[config.mk]
export PLATFORM = sky130hd
export DESIGN_NAME = multi_counter_dog
export DESIGN_NICKNAME = d
export VERILOG_FILES = /design/src/design/mc_watchdog_pkg.sv /design/src/design/wdt_sub_counter.sv /design/src/design/multi_counter_dog.sv
export VERILOG_INCLUDE_DIRS = /design/src /design/src/design
export SDC_FILE = /design/constraint.sdc
export NUM_CORES = 1
export LEC_CHECK = 0
export BUFFER_PORTS_ARGS = -buffer_cell sky130_fd_sc_hd__buf_2
export CELL_PAD_IN_SITES_DETAIL_PLACEMENT = 1
export CELL_PAD_IN_SITES_GLOBAL_PLACEMENT = 1
export CORE_MARGIN = 1.5
export CORE_UTILIZATION = 41
export CTS_CLUSTER_SIZE = 28
export DETAILED_ROUTE_END_ITERATION = 16
export PLACE_DENSITY = 0.86
export SLEW_MARGIN = 10
export SYNTH_ARGS = -nofsm -noshare
export SYNTH_HDL_FRONTEND = slang
export SYNTH_SLANG_ARGS = --single-unit
[constraint.sdc]
create_clock -name clock -period 3.55 [get_ports clock]
set_input_delay 0.355 -clock clock [delete_from_list [all_inputs] [get_ports clock]]
set_output_delay 0.355 -clock clock [all_outputs]
set_load 0.02 [all_outputs]
[src/design/mc_watchdog_defines.svh]
// Constants of the multi-counter watchdog
`ifndef MC_WATCHDOG_DEFINES_SVH
`define MC_WATCHDOG_DEFINES_SVH

// Action codes of a 16-bit sub-counter
`define ACT_NONE 2'h0
`define ACT_IRQ 2'h1
`define ACT_RESET 2'h2
`define ACT_IRQ_THEN_RESET 2'h3

// Lock field write codes
`define LOCK_NOP 2'h0
`define LOCK_CLR_BIT0 2'h1
`define LOCK_CLR_BIT1 2'h2
`define LOCK_SET_BOTH 2'h3

// Reset values
`define COUNT16_RESET 16'h0000
`define COUNT32_RESET 32'h0000_0000
`define MATCH_RESET 16'h0000
`define LOCK_RESET 2'h0

// Unhandled interrupts already pending before the match that resets
`define UNHANDLED_LIMIT 2'h2

// Low-frequency ticks between lower match and upper increment
`define CASCADE_DELAY_TICKS 2

`endif

[src/design/mc_watchdog_pkg.sv]
// Types of the multi-counter watchdog
`default_nettype none
package mc_watchdog_pkg;
  // Action taken by a 16-bit sub-counter on a match
  typedef logic [1:0] action_t;
  // Two-bit write lock field
  typedef logic [1:0] lock_t;
endpackage
`default_nettype wire

[src/design/wdt_sub_counter.sv]
// 16-bit watchdog sub-counter with match and clear on match
`default_nettype none
`include "mc_watchdog_defines.svh"
module wdt_sub_counter #(
  parameter int WIDTH = 16
) (
  // Clock and reset
  input wire logic clock,
  input wire logic srst,
  // Timing
  input wire logic tick,
  input wire logic enabled,
  input wire logic step,
  // Control
  input wire logic softReset,
  input wire logic clearOnMatch,
  input wire logic [WIDTH-1:0] matchVal,
  // Status
  output logic [WIDTH-1:0] count_q,
  output logic hit
);
  logic atMatch;
  logic wasAt_q;

  // ************************************************************
  // Match detection
  // ************************************************************
  // One event per arrival at the match value
  assign atMatch = (count_q == matchVal);
  assign hit = tick & enabled & atMatch & ~wasAt_q;

  always_ff @(posedge clock) begin
    if (srst) begin
      wasAt_q <= 1'b0;
    end else if (tick) begin
      wasAt_q <= enabled & atMatch;
    end
  end

  // ************************************************************
  // Counting
  // ************************************************************
  // Soft reset zeroes; clear on match wraps, else free-running
  always_ff @(posedge clock) begin
    if (srst) begin
      count_q <= '0;
    end else if (tick) begin
      if (softReset) begin
        count_q <= '0;
      end else if (enabled && step) begin
        if (atMatch && clearOnMatch) begin
          count_q <= '0;
        end else begin
          count_q <= count_q + WIDTH'(1);
        end
      end
    end
  end
endmodule
`default_nettype wire

[src/design/multi_counter_dog.sv]
// Multi-counter watchdog with cascading, actions and reset cause flags
`default_nettype none
`include "mc_watchdog_defines.svh"
module multi_counter_dog
  import mc_watchdog_pkg::*;
(
  // Clock and reset
  input wire logic clock,
  input wire logic srst,
  input wire logic coldReset,
  // Low-frequency clock pin and power state
  input wire logic lowFreqClockPin,
  input wire logic sleepMode,
  // Configuration write
  input wire logic cfgWrite,
  input wire action_t lowActionIn,
  input wire action_t midActionIn,
  input wire logic lowClearOnMatchIn,
  input wire logic midClearOnMatchIn,
  input wire logic cascadeLowMidIn,
  input wire logic cascadeMidHighIn,
  input wire logic toggleIrqEnableIn,
  input wire logic [4:0] toggleBitSelectIn,
  // Control write
  input wire logic ctlWrite,
  input wire logic [2:0] counterEnableIn,
  input wire logic [2:0] counterSoftResetIn,
  input wire lock_t writeLockIn,
  // Match write
  input wire logic matchWrite,
  input wire logic [15:0] lowMatchIn,
  input wire logic [15:0] midMatchIn,
  // Interrupt status clear and mask
  input wire logic irqClearWrite,
  input wire logic [2:0] irqClearIn,
  input wire logic maskWrite,
  input wire logic [2:0] irqMaskIn,
  // Reset cause
  input wire logic freeDogResetEvent,
  input wire logic [1:0] resetCauseClearIn,
  // Counter state
  output logic [15:0] lowCount,
  output logic [15:0] midCount,
  output logic [31:0] highCount,
  output logic [2:0] counterEnabled,
  output logic [2:0] counterSoftReset,
  output lock_t writeLock,
  // Interrupts
  output logic [2:0] counterIrqFlag,
  output logic [2:0] irqMask,
  output logic irqToCpu,
  output logic irqToWakeup,
  // Resets
  output logic deviceResetReq,
  output logic freeDogResetFlag,
  output logic multiDogResetFlag
);
  logic [2:0] lfSync_q;
  logic lfLevel_q;
  logic riseTick;
  logic fallTick;
  logic [2:0] enReq_q;
  logic [2:0] enHalf_q;
  action_t lowAction_q;
  action_t midAction_q;
  logic lowClear_q;
  logic midClear_q;
  logic cascadeLowMid_q;
  logic cascadeMidHigh_q;
  logic toggleIrqEnable_q;
  logic [4:0] toggleBitSelect_q;
  logic [15:0] lowMatch_q;
  logic [15:0] midMatch_q;
  logic [1:0] carryLowMid_q;
  logic [1:0] carryMidHigh_q;
  logic lowHit;
  logic midHit;
  logic midStep;
  logic highStep;
  logic [31:0] highNext;
  logic toggleHit;
  logic [1:0] unhandled_q [2];
  logic [1:0] hits;
  logic [1:0] matchReset;
  logic unlocked;
  logic irqLine;

  // ************************************************************
  // Low-frequency clock synchroniser and edge ticks
  // ************************************************************
  // Pin passes three flops; a level counts once flops two and three agree
  always_ff @(posedge clock) begin
    if (srst) begin
      lfSync_q <= 3'h0;
      lfLevel_q <= 1'b0;
    end else begin
      lfSync_q <= {lfSync_q[1:0], lowFreqClockPin};
      if (lfSync_q[1] == lfSync_q[2]) begin
        lfLevel_q <= lfSync_q[2];
      end
    end
  end

  // Ticks on agreed edges of the slow clock
  assign riseTick = (lfSync_q[1] == lfSync_q[2]) & lfSync_q[2] & ~lfLevel_q;
  assign fallTick = (lfSync_q[1] == lfSync_q[2]) & ~lfSync_q[2] & lfLevel_q;

  // ************************************************************
  // Write lock
  // ************************************************************
  assign unlocked = (writeLock == `LOCK_RESET);

  // Lock field accepted even while locked
  always_ff @(posedge clock) begin
    if (srst) begin
      writeLock <= `LOCK_RESET;
    end else if (ctlWrite) begin
      unique case (writeLockIn)
        `LOCK_CLR_BIT0: writeLock <= {writeLock[1], 1'b0};
        `LOCK_CLR_BIT1: writeLock <= {1'b0, writeLock[0]};
        `LOCK_SET_BOTH: writeLock <= 2'h3;
        `LOCK_NOP: writeLock <= writeLock;
      endcase
    end
  end

  // ************************************************************
  // Configuration and match registers
  // ************************************************************
  // Writes dropped while any lock bit is set
  always_ff @(posedge clock) begin
    if (srst) begin
      lowAction_q <= `ACT_NONE;
      midAction_q <= `ACT_NONE;
      lowClear_q <= 1'b0;
      midClear_q <= 1'b0;
      cascadeLowMid_q <= 1'b0;
      cascadeMidHigh_q <= 1'b0;
      toggleIrqEnable_q <= 1'b0;
      toggleBitSelect_q <= 5'h00;
    end else if (cfgWrite && unlocked) begin
      lowAction_q <= lowActionIn;
      midAction_q <= midActionIn;
      lowClear_q <= lowClearOnMatchIn;
      midClear_q <= midClearOnMatchIn;
      cascadeLowMid_q <= cascadeLowMidIn;
      cascadeMidHigh_q <= cascadeMidHighIn;
      toggleIrqEnable_q <= toggleIrqEnableIn;
      toggleBitSelect_q <= toggleBitSelectIn;
    end
  end

  // Prescale from low match, period from middle match
  always_ff @(posedge clock) begin
    if (srst) begin
      lowMatch_q <= `MATCH_RESET;
      midMatch_q <= `MATCH_RESET;
    end else if (matchWrite && unlocked) begin
      lowMatch_q <= lowMatchIn;
      midMatch_q <= midMatchIn;
    end
  end

  // ************************************************************
  // Enable with 1.5 slow cycle latency
  // ************************************************************
  // Request sampled on a rise, takes effect on the following fall
  always_ff @(posedge clock) begin
    if (srst) begin
      enReq_q <= 3'h0;
      enHalf_q <= 3'h0;
      counterEnabled <= 3'h0;
    end else begin
      if (ctlWrite && unlocked) begin
        enReq_q <= counterEnableIn;
      end
      if (riseTick) begin
        enHalf_q <= enReq_q;
      end
      if (fallTick) begin
        counterEnabled <= enHalf_q;
      end
    end
  end

  // ************************************************************
  // Soft reset bits
  // ************************************************************
  // Cleared by hardware on the tick that zeroes the counter
  always_ff @(posedge clock) begin
    if (srst) begin
      counterSoftReset <= 3'h0;
    end else begin
      for (int i = 0; i < 3; i++) begin
        if (ctlWrite && unlocked && counterSoftResetIn[i]) begin
          counterSoftReset[i] <= 1'b1;
        end else if (riseTick) begin
          counterSoftReset[i] <= 1'b0;
        end
      end
    end
  end

  // ************************************************************
  // Cascade carries
  // ************************************************************
  // Two-tick pipes; one event per match, none the tick after
  always_ff @(posedge clock) begin
    if (srst) begin
      carryLowMid_q <= 2'h0;
      carryMidHigh_q <= 2'h0;
    end else if (riseTick) begin
      carryLowMid_q <= {carryLowMid_q[0], lowHit};
      carryMidHigh_q <= {carryMidHigh_q[0], midHit};
    end
  end

  // Upper counter steps only on carry when cascaded
  assign midStep = cascadeLowMid_q ? carryLowMid_q[1] : 1'b1;
  assign highStep = cascadeMidHigh_q ? carryMidHigh_q[1] : 1'b1;

  // ************************************************************
  // 16-bit sub-counters
  // ************************************************************
  // Pipe is not flushed by soft reset, so upper may end at one
  wdt_sub_counter #(.WIDTH(16)) lowCounter (
    .clock(clock),
    .srst(srst),
    .tick(riseTick),
    .enabled(counterEnabled[0]),
    .step(1'b1),
    .softReset(counterSoftReset[0]),
    .clearOnMatch(lowClear_q),
    .matchVal(lowMatch_q),
    .count_q(lowCount),
    .hit(lowHit)
  );

  wdt_sub_counter #(.WIDTH(16)) midCounter (
    .clock(clock),
    .srst(srst),
    .tick(riseTick),
    .enabled(counterEnabled[1]),
    .step(midStep),
    .softReset(counterSoftReset[1]),
    .clearOnMatch(midClear_q),
    .matchVal(midMatch_q),
    .count_q(midCount),
    .hit(midHit)
  );

  // ************************************************************
  // 32-bit counter with bit toggle event
  // ************************************************************
  assign highNext = highCount + 32'h0000_0001;
  assign toggleHit = riseTick & counterEnabled[2] & highStep & ~counterSoftReset[2]
    & toggleIrqEnable_q & (highCount[toggleBitSelect_q] ^ highNext[toggleBitSelect_q]);

  always_ff @(posedge clock) begin
    if (srst) begin
      highCount <= `COUNT32_RESET;
    end else if (riseTick) begin
      if (counterSoftReset[2]) begin
        highCount <= `COUNT32_RESET;
      end else if (counterEnabled[2] && highStep) begin
        highCount <= highNext;
      end
    end
  end

  // ************************************************************
  // Match actions
  // ************************************************************
  assign hits = {midHit, lowHit};

  // Reset on match, or on third match with the flag still pending
  always_comb begin
    for (int i = 0; i < 2; i++) begin
      matchReset[i] = hits[i] & (((i == 0 ? lowAction_q : midAction_q) == `ACT_RESET)
        | (((i == 0 ? lowAction_q : midAction_q) == `ACT_IRQ_THEN_RESET)
        & counterIrqFlag[i] & (unhandled_q[i] == `UNHANDLED_LIMIT)));
    end
  end

  // Count restarts once the flag is cleared; the match raising the flag counts first
  always_ff @(posedge clock) begin
    if (srst) begin
      unhandled_q[0] <= 2'h0;
      unhandled_q[1] <= 2'h0;
    end else begin
      for (int i = 0; i < 2; i++) begin
        if (!counterIrqFlag[i] && !hits[i]) begin
          unhandled_q[i] <= 2'h0;
        end else if (hits[i] && unhandled_q[i] != `UNHANDLED_LIMIT) begin
          unhandled_q[i] <= unhandled_q[i] + 2'h1;
        end
      end
    end
  end

  // One-cycle device reset request
  always_ff @(posedge clock) begin
    if (srst) begin
      deviceResetReq <= 1'b0;
    end else begin
      deviceResetReq <= |matchReset;
    end
  end

  // ************************************************************
  // Interrupt flags, mask and routing
  // ************************************************************
  // Set wins over a write-one clear in the same cycle
  always_ff @(posedge clock) begin
    if (srst) begin
      counterIrqFlag <= 3'h0;
    end else begin
      for (int i = 0; i < 2; i++) begin
        if (hits[i] && ((i == 0 ? lowAction_q : midAction_q) inside
            {`ACT_IRQ, `ACT_IRQ_THEN_RESET})) begin
          counterIrqFlag[i] <= 1'b1;
        end else if (irqClearWrite && irqClearIn[i]) begin
          counterIrqFlag[i] <= 1'b0;
        end
      end
      if (toggleHit) begin
        counterIrqFlag[2] <= 1'b1;
      end else if (irqClearWrite && irqClearIn[2]) begin
        counterIrqFlag[2] <= 1'b0;
      end
    end
  end

  always_ff @(posedge clock) begin
    if (srst) begin
      irqMask <= 3'h0;
    end else if (maskWrite) begin
      irqMask <= irqMaskIn;
    end
  end

  // Single merged line, steered by power state
  assign irqLine = |(counterIrqFlag & irqMask);
  assign irqToCpu = irqLine & ~sleepMode;
  assign irqToWakeup = irqLine & sleepMode;

  // ************************************************************
  // Reset cause flags
  // ************************************************************
  // Survive the block reset; only cold reset or software clears
  always_ff @(posedge clock) begin
    if (coldReset) begin
      freeDogResetFlag <= 1'b0;
      multiDogResetFlag <= 1'b0;
    end else begin
      if (freeDogResetEvent) begin
        freeDogResetFlag <= 1'b1;
      end else if (resetCauseClearIn[0]) begin
        freeDogResetFlag <= 1'b0;
      end
      if (|matchReset) begin
        multiDogResetFlag <= 1'b1;
      end else if (resetCauseClearIn[1]) begin
        multiDogResetFlag <= 1'b0;
      end
    end
  end
endmodule
`default_nettype wire

* After elaboration in Yosys (flattened, before gate mapping) *
Memories as Yosys holds them, arrays and structs flattened.
Index checks and enable logic that the tools add are counted.
W data, S select, Z words.

word-level totals
  latch bits = 0
  input port bits = 73
  register bits = 143
  memories = 1
  ROM bits = 0
  output and inout bits = 83
  RAM bits = 4

memories
  memory       words  bits a word  read ports  clocked after Yosys merged registers in  write ports  line                     source
  unhandled_q  2      2            2           0                                        2            multi_counter_dog.sv:82  logic [1:0] unhandled_q [2];

operators by class
  equal/unequal tests = 16
  shift operators = 0
  magnitude comparators = 1
  div/mod/pow operators = 0
  bitwise logic cells = 42
  mux-type cells = 49
  add/sub/neg operators = 5
  reductions and logical operators = 45
  $mul = 0

operators with widths
  cell                     number
  $mux W16                 6
  $mux W32                 2
  $mux W1                  34
  $add A16 B1 Y16 const B  2
  $add A32 B1 Y32 const B  1
  $eq A16 B16 Y1           2
  $reduce_bool A2 Y1       13
  $and A1 B1 Y1            25
  $logic_and A1 B1 Y1      19
  $eq A2 B2 Y1 const B     8
  $bmux W1 S5              2
  $not A1 Y1               9
  $mux W2                  4
  $eq A2 B1 Y1 const B     3
  $lt A5 B6 Y1 const B     1
  $or A1 B1 Y1             6
  $pmux W2 S3              1
  $reduce_and A2 Y1        3
  $reduce_and A3 Y1        2
  $add A2 B1 Y2 const B    2
  $logic_not A1 Y1         4
  $logic_not A2 Y1         2
  $ne A2 B2 Y1 const B     2
  $and A3 B3 Y3            1
  4 further kinds          4

* Longest topological paths before layout *
Gate-level depths: netlist (run 1).

  depth in word-level cells = 13
  gate-level depth with buffers = 11
  depth with buffers taken out = 10

* Cells and area by module *
Synthesis (run 1) repeated with hierarchy kept, for this count alone.

unflattened totals
  cells, all modules = 961
  area, all modules = 7,649.8 um^2

modules (own cells, without submodules)
  module             instances  seq. area each (um^2)  cells an instance  area each (um^2)
  multi_counter_dog  1          2,302.2                733                5,728.0
  wdt_sub_counter    2          340.3                  114                960.9

* Least setup slack after synthesis (run 1) *
No wires, ideal clock.

  path kind = register -> register
  from = reg highCount[0]
  to = reg counterIrqFlag[2]
  stages on the path, launching flop included = 12
  arrival = 2.571 ns
  path slack = 0.845 ns
  path buffers = 1
  setup time = 0.134 ns
  cell sequence = dfxtp_1 > ha_1 > and4_1 > buf_2 > nand4_1 > or4_1 > nand4b_1 > nand4_1 > a2111oi_4 > nor4_2 > xnor2_1 > o22ai_1

between the ends
  longest elaborated chain between the ends = 6

RTL lines
  element                                               line                      source
  start, declared                                       multi_counter_dog.sv:44   output logic [31:0] highCount,
  start signal, assigned                                multi_counter_dog.sv:261  highCount <= `COUNT32_RESET;
  start signal, assigned                                multi_counter_dog.sv:264  highCount <= `COUNT32_RESET;
  start signal, assigned                                multi_counter_dog.sv:266  highCount <= highNext;
  $add A32 B1 Y32                                       multi_counter_dog.sv:255  assign highNext = highCount + 32'h0000_0001;
  $bmux W1 S5                                           multi_counter_dog.sv:257  & toggleIrqEnable_q & (highCount[toggleBitSelect_q] ^ highNext[toggleBitSelect_q]);
  $mux W1 (not written as such)                         multi_counter_dog.sv:257
  $xor A1 B1 Y1 *                                       multi_counter_dog.sv:257
  $and A1 B1 Y1 *                                       multi_counter_dog.sv:257
  $mux W1 / $reduce_bool A2 Y1 (equally long branches)  -
  end signal, assigned by index                         multi_counter_dog.sv:323  counterIrqFlag[i] <= 1'b0;
  end signal, assigned                                  multi_counter_dog.sv:327  counterIrqFlag[2] <= 1'b1;
  end signal, assigned                                  multi_counter_dog.sv:329  counterIrqFlag[2] <= 1'b0;
  end, declared                                         multi_counter_dog.sv:49   output logic [2:0] counterIrqFlag,

Mark *: on every way between the ends. The rest lies on a longest branch, timed or not. The select of a mux whose other input is x is not followed.
A chain may end at the register's enable or synchronous reset.

* Worst setup path after layout (run 1) *
Same ends and word-level chain as after synthesis.

==> results by group, run 1 <==
Run status
  • Outcome: completed

Yosys
  • Largest cells by area after synthesis: sky130_fd_sc_hd__dfxtp_1 (37%), sky130_fd_sc_hd__nand2_1 (8.3%), sky130_fd_sc_hd__a21oi_1 (6.7%), sky130_fd_sc_hd__xnor2_1 (5.8%), sky130_fd_sc_hd__nor2_1 (4.7%)
  • Number of distinct standard cells referenced by the synthesized netlist: 61
  • Leading post-synthesis cells by instance count: sky130_fd_sc_hd__nand2_1 (170), sky130_fd_sc_hd__dfxtp_1 (143), sky130_fd_sc_hd__a21oi_1 (104)
  • Post-Syn Nets: 1,048
  • Synthesized area divided by synthesized cell count: 7.98 µm²
  • Gate count of the mapped netlist: 968
  • Proportion of synthesized chip area in sequential cells: 0.386
  • Most frequently used cell type in the post-synthesis netlist: sky130_fd_sc_hd__nand2_1
  • Number of flip-flops and latches in the synthesized netlist: 147
  • Share of synthesized registers carrying an async set or reset: 0
  • Primary flip-flop cell chosen by synthesis mapping: sky130_fd_sc_hd__dfxtp_1
  • Post-synth top area cell: sky130_fd_sc_hd__dfxtp_1
  • Cell area after synthesis: slightly below 8000 µm²
  • Number of enable-type register cells in the synthesized netlist: 4
  • Number of warnings issued by yosys: 0
  • Share of the synthesized area in the top cell type: 0.371

Clock tree
  • Clock tree from TritonCTS: built
  • Inserted Clock Buffers: 17
  • Clock latency reported for the late side of the worst-skew pair: 0.44 ns
  • Hold-fix buffers, CTS: 0
  • Post-cts resize count: 0
  • Cell at the root of the clock tree: sky130_fd_sc_hd__clkbuf_16
  • Setup repair bufs after CTS: 0
  • Buffer depth of the longest clock path: 2
  • H-tree depth reported by CTS: 4
  • Clock edge transition at the registers on the reported setup and hold paths: 0.07 ns
  • TritonCTS Sinks: 147

Hold path
  • Cell depth of the worst min-delay path: 2
  • Hold EP: multiDogResetFlag
  • Worst Min Path Start: coldReset
  • Classification of the worst-slack hold path: primary input to flop

Global routing
  • Global routing met1 resource utilization: 0.289
  • Met2 Use GR: 0.455
  • Global-route wire length before repair: around 39,000 µm
  • Most used routing layer: met2
  • Total global routing track utilization: 0.251
  • Pin count of the biggest net entering global routing: 76
  • Grt ovf: 0
  • Global routing usage on met3: 0.0622
  • Initial antenna violation count: 3
  • Number of global-route vias before repair: roughly 7,500

Placement
  • Buffers added on ports: between 150 and 200
  • Post-DP HPWL: between 15,000 and 20,000 µm
  • Routability-driven placement congestion ratio: about 0.90
  • Placement Cell Area: 8610 µm²
  • Setup slack after placement: just over 0.5 ns

Pwr
  • Combinational share of power: 0.072
  • Share of total power in the clock network: 0.476
  • Switching power summed over all nets: 1.03 mW
  • Total design power: between 3 and 4 mW
  • Pwr/cell area: 418 nW/µm²
  • Peak supply drop: 0.329 mV
  • Internal cell power: 2.81 mW
  • Switching Share: 0.268
  • Sequential cell fraction of total power: 0.451
  • Leakage component of the power: 3.59 nW

Detailed routing
  • Detailed-route vias per instance: 5.60
  • Remaining number of nets flagged by the antenna check after routing: 0
  • Final WL: 24,200 µm
  • Via count of the routed design: 7,484
  • DRC viols: 0
  • Iteration-0 DRC Markers: roughly 330
  • Length of the first detailed-routing pass in iterations: 5
  • Average wire per standard cell: between 15 and 20 µm

Die
  • Floorplan Core Area: 18,600 µm²
  • Die Outline Area: 19,700 µm²
  • Width of the chip: between 100 and 150 µm
  • Floorplan row count: 50
  • Initial standard-cell utilization of the core: 0.416
  • I/O Pins: 156
  • Die outline height: approximately 140 µm

Finish
  • Layout overhead on the synthesized area: 19.1%
  • Post-route standard cell area excluding fillers: 9200 µm²
  • Fraction of layout cells with a size suffix above 1: 0.214
  • Count of nets after finishing: 1,168

Setup path
  • Worst flop-to-flop path startpoint: highCount[0]
  • Endpoint class of the critical path: flop
  • Worst setup startpoint: highCount[0]
  • CP Cell Sequence: ha_1 > nand4_1 > or4_1 > nor4_1 > xor2_1 > o221ai_1 > a21oi_1 > nor4_2 > xnor2_1 > o22ai_1
  • Worst R2R Path Depth: 10
  • Arrival time at the worst endpoint: 3.40 ns
  • FF-to-FF setup slack: 0.45 ns
  • CP Launch Type: flop
  • Capture point of the worst reg-to-reg path: counterIrqFlag[2]
  • Critical path class: flop to flop
  • Slowest stage delay, CP: between 0.6 and 0.7 ns
  • Largest driver fanout on the critical path: 9
  • Required @ worst endpoint: 3.85 ns
  • Slowest-stage cell, CP: sky130_fd_sc_hd__or4_1

Timing
  • Max frequency: 322 MHz
  • Worst relative slew slack: 0.288
  • Final-report setup violation count: 0
  • Final hold violations: 0
  • Max-slew violation count: 0
  • Slew at the pin closest to its max-slew limit: 1.07 ns
  • Post-route setup TNS: 0 ns
  • RSZ-0062 raised after global routing: false
  • Final worst path period share: 0.874
  • Max Clock Skew: 0.0136 ns
  • Worst path setup slack after routing: 0.448 ns
  • Min Tclk post-route: 3.10 ns
  • WHS: 0.0923 ns

Run
  • Max-cap viol count: 0
layout by cell type (no fill, tap or decap), drive strengths merged, types with 5 or more instances in the layout:
cell type / instances
nor2b: 8
o21ai: 35
nor3: 22
buf: 172
dfxtp: 143
xnor2: 52
nand3b: 6
mux4: 10
a21oi: 104
and3: 13
nand3: 31
and4: 6
a21o: 5
and2: 9
nor4: 8
a22oi: 11
nand2: 170
xor2: 28
nand2b: 8
nor2: 97
or4: 5
inv: 30
or3: 10
nand4: 33
a31oi: 8
mux2i: 10
ha: 7
clkbuf: 17
per-layer routing:
metal,share of wire,vias to the layer above
li1,-,3591
met2,0.52,202
met3,0.060,37
met1,0.40,3654
met5,0,-
met4,0.019,0
worst max-delay path by stage:
stage,end,slack [ns],cells past startpoint
global placement,counterIrqFlag[2],0.73,10
CTS,counterIrqFlag[2],0.51,10
global route,counterIrqFlag[2],0.28,10
detailed placement,counterIrqFlag[2],0.51,10
finish,counterIrqFlag[2],0.45,10
floorplan,counterIrqFlag[2],0.85,11
layout make-up:
type / count / area, µm²
Fill cell: 2312 / 9380
Sequential cell: 147 / 2980
Inverter: 20 / 75.1
Tap cell: 234 / 293
Multi-Input combinational cell: 730 / 4350
Clock buffer: 17 / 425
Clock inverter: 15 / 161
Antenna cell: 2 / 5.00
Timing Repair Buffer: 172 / 906
state kept, by name, indices dropped and copies added (netlist names), 3 cells and up:
name                count
highCount              32
lfSync_q                3
counterSoftReset        3
enHalf_q                3
enReq_q                 3
lowMatch_q             16
lowCounter.count_q     16
midCounter.count_q     16
midMatch_q             16
irqMask                 3
counterIrqFlag          3
counterEnabled          3
toggleBitSelect_q       5
unhandled_q             4
kinds of logic (layout without fill, tap and decap cells):
group / count (synthesis) / after routing / share of synthesized area
AO/OA/AOI/OAI: 191 / 191 / 0.145
XOR/XNOR: 80 / 80 / 0.0917
adder cells (fa/ha/maj): 7 / 7 / 0.0113
buffers and inverters: 91 / 224 / 0.0509
flip-flops: 147 / 147 / 0.386
multiplexers: 20 / 20 / 0.0421
other: 0 / 2 / 0
AND/OR/NAND/NOR: 432 / 432 / 0.273
per-stage QoR:
step	util	instances
3_3_place_gp	0.463	1303
6_report	0.495	1337
2_1_floorplan	-	968
4_1_cts	0.495	1335
5_1_grt	0.495	1335
3_5_place_dp	0.463	1303
power groups by stage:
| stage | Clock (mW) | Combinational [mW] | Sequential [mW] |
|---|---|---|---|
| floorplan | 0 | 0.180 | 1.76 |
| global placement | 0 | 0.272 | 1.77 |
| detailed placement | 0 | 0.278 | 1.77 |
| CTS | 1.86 | 0.282 | 1.74 |
| global route | 1.94 | 0.311 | 1.74 |
| finish | 1.83 | 0.278 | 1.74 |
worst max-delay path, delay by kind of cell (launching register included):
kind / cells / cell delay, ns
compound gates: 3 / 0.41
xor+xnor: 2 / 0.30
fa+ha+maj: 1 / 0.34
flops: 1 / 0.50
simple gates: 4 / 1.43
Power figures use the tool's default switching activity.
==> run 2: changes to the inputs <==
--- a/config.mk
+++ b/config.mk
@@ -13,8 +13,10 @@
 export CORE_UTILIZATION = 41
 export CTS_CLUSTER_SIZE = 28
 export DETAILED_ROUTE_END_ITERATION = 16
+export GPL_TIMING_DRIVEN = 0
 export PLACE_DENSITY = 0.86
 export SLEW_MARGIN = 10
 export SYNTH_ARGS = -nofsm -noshare
 export SYNTH_HDL_FRONTEND = slang
 export SYNTH_SLANG_ARGS = --single-unit
+export TNS_END_PERCENT = 5
==> run 2 against run 1 <==
  * Cell area rose by 2.2%
  * Sequential power is essentially flat
  * Total power up 1.2%
  * Setup slack worse by 0.17 ns
==> results by group, run 2 (synthesis gave the netlist of run 1 again) <==
Run status
  • Outcome: completed

Placement
  • Buffers added on ports: 155
  • Setup slack after placement: 0.285 ns
  • Post-DP HPWL: 19,700 µm
  • Cell count after placement: 1,357
  • Routability-driven placement congestion ratio: just under 1

Die
  • I/O Pins: 156
  • Die Outline Area: 19,700 µm²
  • Width of the chip: 140 µm
  • Floorplan Core Area: 18,600 µm²
  • Floorplan row count: 50
  • Die outline height: 140 µm
  • Initial standard-cell utilization of the core: 0.416

Run
  • Max-cap viol count: 0

Finish
  • Number of flip-flops in the largest register: 32
  • Highest-count cells in the layout ignoring fill and taps: sky130_fd_sc_hd__nand2_1 (170), sky130_fd_sc_hd__buf_2 (165), sky130_fd_sc_hd__dfxtp_1 (143), sky130_fd_sc_hd__a21oi_1 (104), sky130_fd_sc_hd__nor2_1 (97)
  • Most frequent standard cell in the layout excluding fill and tap cells: sky130_fd_sc_hd__nand2_1
  • Count of nets after finishing: 1,223
  • Register containing the most flip-flops in the final layout: highCount
  • Count of non-filler cells in the finished layout: about 1,400
  • Fillcell total: 2,337
  • Layout overhead on the synthesized area: 21.7%
  • Core occupancy in the finished layout: 0.506
  • Fraction of layout cells with a size suffix above 1: 0.203

Timing
  • Final hold violations: 0
  • Max Clock Skew: 0.0107 ns
  • Final worst path period share: 0.921
  • Worst path setup slack after routing: 0.281 ns
  • Post-route setup TNS: 0 ns
  • Final-report setup violation count: 0
  • RSZ-0062 raised after global routing: false
  • Max frequency: 306 MHz
  • Max-slew violation count: 0
  • Slew at the pin closest to its max-slew limit: a little under 0.9 ns
  • Worst relative slew slack: 0.406
  • Min Tclk post-route: 3.27 ns

Setup path
  • Buffers and inverters on the worst path: 0
  • Slowest stage delay, CP: 0.63 ns
  • Slowest-stage cell, CP: sky130_fd_sc_hd__or4_1
  • Largest delay contributor family on the critical path: simple AND/OR/NAND/NOR gates
  • CP Cell Sequence: ha_1 > nand4_1 > or4_1 > nor3_2 > xor2_1 > nor3_1 > a2111oi_2 > nor4_2 > xnor2_1 > o22ai_1
  • Arrival time at the worst endpoint: around 3.6 ns
  • Required @ worst endpoint: 3.84 ns
  • Largest driver fanout on the critical path: 9
  • CP Launch Type: flop
  • Endpoint class of the critical path: flop
  • Critical path class: flop to flop

Clock tree
  • Clock tree from TritonCTS: built
  • Inserted Clock Buffers: 17
  • TritonCTS Sinks: 147
  • Hold-fix buffers, CTS: 0
  • Clock latency reported for the late side of the worst-skew pair: roughly 0.44 ns
  • Buffer depth of the longest clock path: 2
  • Cell at the root of the clock tree: sky130_fd_sc_hd__clkbuf_16
  • Setup repair bufs after CTS: 0
  • H-tree depth reported by CTS: 4
  • Clock edge transition at the registers on the reported setup and hold paths: around 0.060 ns
  • Post-cts resize count: 0

Detailed routing
  • Detailed-route vias per instance: between 5 and 6
  • Length of the first detailed-routing pass in iterations: 4
  • Final WL: 26,800 µm
  • Average wire per standard cell: 19.2 µm
  • Remaining number of nets flagged by the antenna check after routing: 0
  • Iteration-0 DRC Markers: 417
  • DRC viols: 0
  • Via count of the routed design: 7,900

Hold path
  • Classification of the worst-slack hold path: primary input to flop

Pwr
  • Leakage component of the power: about 3.7 nW
  • Total design power: between 3 and 4 mW
  • Pwr/cell area: 414 nW/µm²
  • Peak supply drop: 0.341 mV

Global routing
  • Grt ovf: 0
  • Total global routing track utilization: 0.273
  • Global-route wire length before repair: 42,400 µm
  • Pin count of the biggest net entering global routing: 17
  • Number of global-route vias before repair: ~8,000
  • Initial antenna violation count: 4
-- run 2: cell types whose count changed in the layout (fill, tap and decap cells not counted), sizes merged --
cell | previous run | this run
bufinv | 1 | 2
clkinv | 2 | 4
clkbuf | 17 | 73
buf | 172 | 174
diode | 2 | 3
inv | 30 | 24
-- run 2: final cells by class --
| class | instances | area, µm² | area share |
|---|---|---|---|
| Multi-Input combinational cell | 730 | 4350 | 0.462 |
| Sequential cell | 147 | 2980 | 0.317 |
| Timing Repair Buffer | 156 | 783 | 0.0833 |
| Clock buffer | 20 | 447 | 0.0475 |
| Buffer | 71 | 318 | 0.0338 |
| Tap cell | 234 | 293 | 0.0311 |
| Clock inverter | 12 | 148 | 0.0157 |
| Inverter | 20 | 75.1 | 0.00799 |
| Antenna cell | 3 | 7.51 | 0.000799 |
-- run 2: path summary, 6_finish.rpt --
kind	depth (start not counted)	to	slack [ns]	from
worst max register to register	10	counterIrqFlag[2]	0.28	highCount[0]
worst max-delay path	10	counterIrqFlag[2]	0.28	highCount[0]
worst min register to register	1	lfSync_q[1]	0.45	lfSync_q[0]
worst min-delay path	2	multiDogResetFlag	0.09	coldReset
-- run 2: stage by stage --
stage	cell area (µm²)	hold WS (ns)
4_1_cts	9390	0.0814
3_5_place_dp	8790	0.439
6_report	9400	0.0901
5_1_grt	9390	0.105
3_3_place_gp	8790	0.420
2_1_floorplan	7720	0.414
-- run 2: layer usage --
metal,global-route usage,vias up,share of wire
li1,-,3697,-
met1,0.316,3836,0.41
met2,0.491,299,0.50
met5,0,-,0.00026
met4,0.112,2,0.030
met3,0.0564,66,0.060
-- run 2: power breakdown --
part           total, mW  internal [mW]  switching [mW]
sequential          1.73           1.70          0.0341
combinational      0.303          0.119           0.184
clock               1.86           1.07           0.786
==> run 3: changes to the inputs <==
--- a/config.mk
+++ b/config.mk
@@ -7,6 +7,7 @@
 export NUM_CORES = 1
 export LEC_CHECK = 0
 export BUFFER_PORTS_ARGS = -buffer_cell sky130_fd_sc_hd__buf_2
+export CAP_MARGIN = 20
 export CELL_PAD_IN_SITES_DETAIL_PLACEMENT = 1
 export CELL_PAD_IN_SITES_GLOBAL_PLACEMENT = 1
 export CORE_MARGIN = 1.5
@@ -15,6 +16,7 @@
 export DETAILED_ROUTE_END_ITERATION = 16
 export GPL_TIMING_DRIVEN = 0
 export PLACE_DENSITY = 0.86
+export REMOVE_ABC_BUFFERS = 1
 export SLEW_MARGIN = 10
 export SYNTH_ARGS = -nofsm -noshare
 export SYNTH_HDL_FRONTEND = slang
==> run 3 against run 2 <==
  * Total power up 0.75%
  * First-iteration DRC count grew 16%
  * Non-clock buffer count shrank 64
  * Critical path depth stayed put
  * Clock power grew 2%
  * Largest power group unchanged
  * Highest routed layer is now met4
==> results by group, run 3 (synthesis gave the netlist of run 1 again) <==
Clock tree
  • Clock edge transition at the registers on the reported setup and hold paths: 0.07 ns
  • Buffer depth of the longest clock path: 2
  • Clock tree from TritonCTS: built
  • Cell at the root of the clock tree: sky130_fd_sc_hd__clkbuf_16
  • Inserted Clock Buffers: 17
  • Clock latency reported for the late side of the worst-skew pair: 0.44 ns
  • H-tree depth reported by CTS: 4
  • Hold-fix buffers, CTS: 0
  • TritonCTS Sinks: roughly 150

Pwr
  • Share of total power in the clock network: 0.484
  • Switching power summed over all nets: 1.01 mW
  • Leakage component of the power: 3.57 nW
  • Combinational share of power: 0.072
  • Total design power: 3.92 mW
  • Pwr/cell area: 425 nW/µm²
  • Internal cell power: 2.91 mW
  • Sequential cell fraction of total power: 0.445
  • Peak supply drop: 0.293 mV
  • Switching Share: 0.257

Hold path
  • Classification of the worst-slack hold path: primary input to flop
  • Worst Min Path Start: coldReset
  • Cell depth of the worst min-delay path: 2
  • Hold EP: multiDogResetFlag

Global routing
  • Total global routing track utilization: 0.246
  • Number of global-route vias before repair: 7,537
  • Global-route wire length before repair: 38,600 µm
  • Initial antenna violation count: 3
  • Grt ovf: 0
  • Pin count of the biggest net entering global routing: 79

Die
  • Floorplan row count: 50
  • Width of the chip: around 140 µm
  • Floorplan Core Area: 18,600 µm²
  • Die outline height: 140 µm
  • I/O Pins: roughly 160
  • Initial standard-cell utilization of the core: 0.416
  • Die Outline Area: 19,700 µm²

Finish
  • Highest-count cells in the layout ignoring fill and taps: sky130_fd_sc_hd__nand2_1 (170), sky130_fd_sc_hd__buf_2 (155), sky130_fd_sc_hd__dfxtp_1 (143), sky130_fd_sc_hd__a21oi_1 (103), sky130_fd_sc_hd__nor2_1 (97)
  • Fraction of layout cells with a size suffix above 1: 0.212
  • Core occupancy in the finished layout: 0.496
  • Count of nets after finishing: about 1,200
  • Most frequent standard cell in the layout excluding fill and tap cells: sky130_fd_sc_hd__nand2_1
  • Number of flip-flops in the largest register: 32
  • Layout overhead on the synthesized area: 19.4%
  • Count of non-filler cells in the finished layout: 1,329
  • Register containing the most flip-flops in the final layout: highCount

Timing
  • Worst relative slew slack: 0.313
  • Final worst path period share: 0.933
  • Final-report setup violation count: 0
  • Max-slew violation count: 0
  • Final hold violations: 0
  • Max frequency: 302 MHz
  • Slew at the pin closest to its max-slew limit: 1.03 ns
  • Max Clock Skew: 0.0172 ns
  • RSZ-0062 raised after global routing: false
  • Min Tclk post-route: roughly 3.3 ns
  • Post-route setup TNS: 0 ns
  • WHS: 0.0916 ns

Setup path
  • Critical path class: flop to flop
  • CP Launch Type: flop
  • Largest driver fanout on the critical path: 9
  • Arrival time at the worst endpoint: 3.62 ns
  • FF-to-FF setup slack: 0.24 ns
  • Endpoint class of the critical path: flop
  • Capture point of the worst reg-to-reg path: counterIrqFlag[2]
  • Worst flop-to-flop path startpoint: highCount[0]
  • Required @ worst endpoint: just under 4 ns
  • Worst R2R Path Depth: 10

Placement
  • Post-DP HPWL: 16,500 µm
  • Buffers added on ports: 155
  • Routability-driven placement congestion ratio: 0.865
  • Cell count after placement: 1,291

Detailed routing
  • Remaining number of nets flagged by the antenna check after routing: 0
  • DRC viols: 0
  • Via count of the routed design: around 7,500
  • Average wire per standard cell: 18.2 µm
  • Iteration-0 DRC Markers: between 400 and 500
  • Length of the first detailed-routing pass in iterations: 5
  • Final WL: 24,200 µm
  • Detailed-route vias per instance: around 5.6

Run
  • Max-cap viol count: 0

Run status
  • Outcome: completed
==> run 3: changes by cell type in the layout (fill, tap and decap cells not counted), sizes merged <==
cell      delta
inv          +3
clkinv       -2
clkbuf      -55
buf         -11
clkinvlp     +1
==> run 3: metal layers <==
layer | wire, µm | GRT usage | vias to the layer above
met5 | 0 | 0 | -
met4 | 581 | 0.104 | 0
met3 | 1120 | 0.0530 | 42
met2 | 11800 | 0.409 | 210
met1 | 10600 | 0.309 | 3655
li1 | - | - | 3580
==> run 3: stage by stage <==
step / setup WS, ns / instance area, µm²
6_report: 0.237 / 9220
5_1_grt: 0.0406 / 9220
3_5_place_dp: 0.251 / 8570
3_3_place_gp: -0.347 / 8470
2_1_floorplan: 0.825 / 7410
4_1_cts: 0.194 / 9180
==> run 3: power groups by stage <==
| stage | clock [mW] | sequential (mW) | combinational, mW |
|---|---|---|---|
| 5_1_grt | 1.99 | 1.75 | 0.312 |
| 3_5_place_dp | 0 | 1.78 | 0.273 |
| 4_1_cts | 1.93 | 1.74 | 0.279 |
| 3_3_place_gp | 0 | 1.78 | 0.256 |
| 2_1_floorplan | 0 | 1.78 | 0.141 |
| 6_report | 1.90 | 1.74 | 0.280 |
==> run 3: how the worst max path moves through the flow <==
stage	slack (ns)	start	cells past startpoint	end
6_report	0.24	highCount[0]	10	counterIrqFlag[2]
5_1_grt	0.04	highCount[0]	10	counterIrqFlag[2]
4_1_cts	0.19	highCount[0]	10	counterIrqFlag[2]
3_5_place_dp	0.25	highCount[0]	10	counterIrqFlag[2]
3_3_place_gp	-0.35	lfSync_q[2]	5	highCount[26]
2_1_floorplan	0.83	highCount[5]	9	counterIrqFlag[2]
==> run 3: layout make-up <==
type	count	area (µm²)
inverter	20	75.1
sequential	147	2980
tap	234	293
clock inverter	14	163
fill	2287	9360
antenna	3	7.51
clock buffer	18	450
multi-input combinational	730	4370
timing repair buffer	163	883
==> run 3: critical path, cell delays in order, from the launching register on <==
cell and delay (ns):
sky130_fd_sc_hd__dfxtp_1 0.54, sky130_fd_sc_hd__ha_1 0.35, sky130_fd_sc_hd__and4_2 0.41, sky130_fd_sc_hd__nand4_1 0.35
sky130_fd_sc_hd__or4_1 0.51, sky130_fd_sc_hd__nand4b_1 0.12, sky130_fd_sc_hd__nand4_1 0.16, sky130_fd_sc_hd__a2111oi_4 0.26
sky130_fd_sc_hd__nor4_2 0.10, sky130_fd_sc_hd__xnor2_1 0.27, sky130_fd_sc_hd__o22ai_1 0.11
==> run 3: timing repair <==
| item | 4_1_cts | 5_1_grt |
|---|---|---|
| endpoints found under the setup margin | 0 | 1 |
| resized for setup | 0 | 1 |
| buffers inserted | 0 | 2 |
| hold endpoints to repair | 0 | 0 |
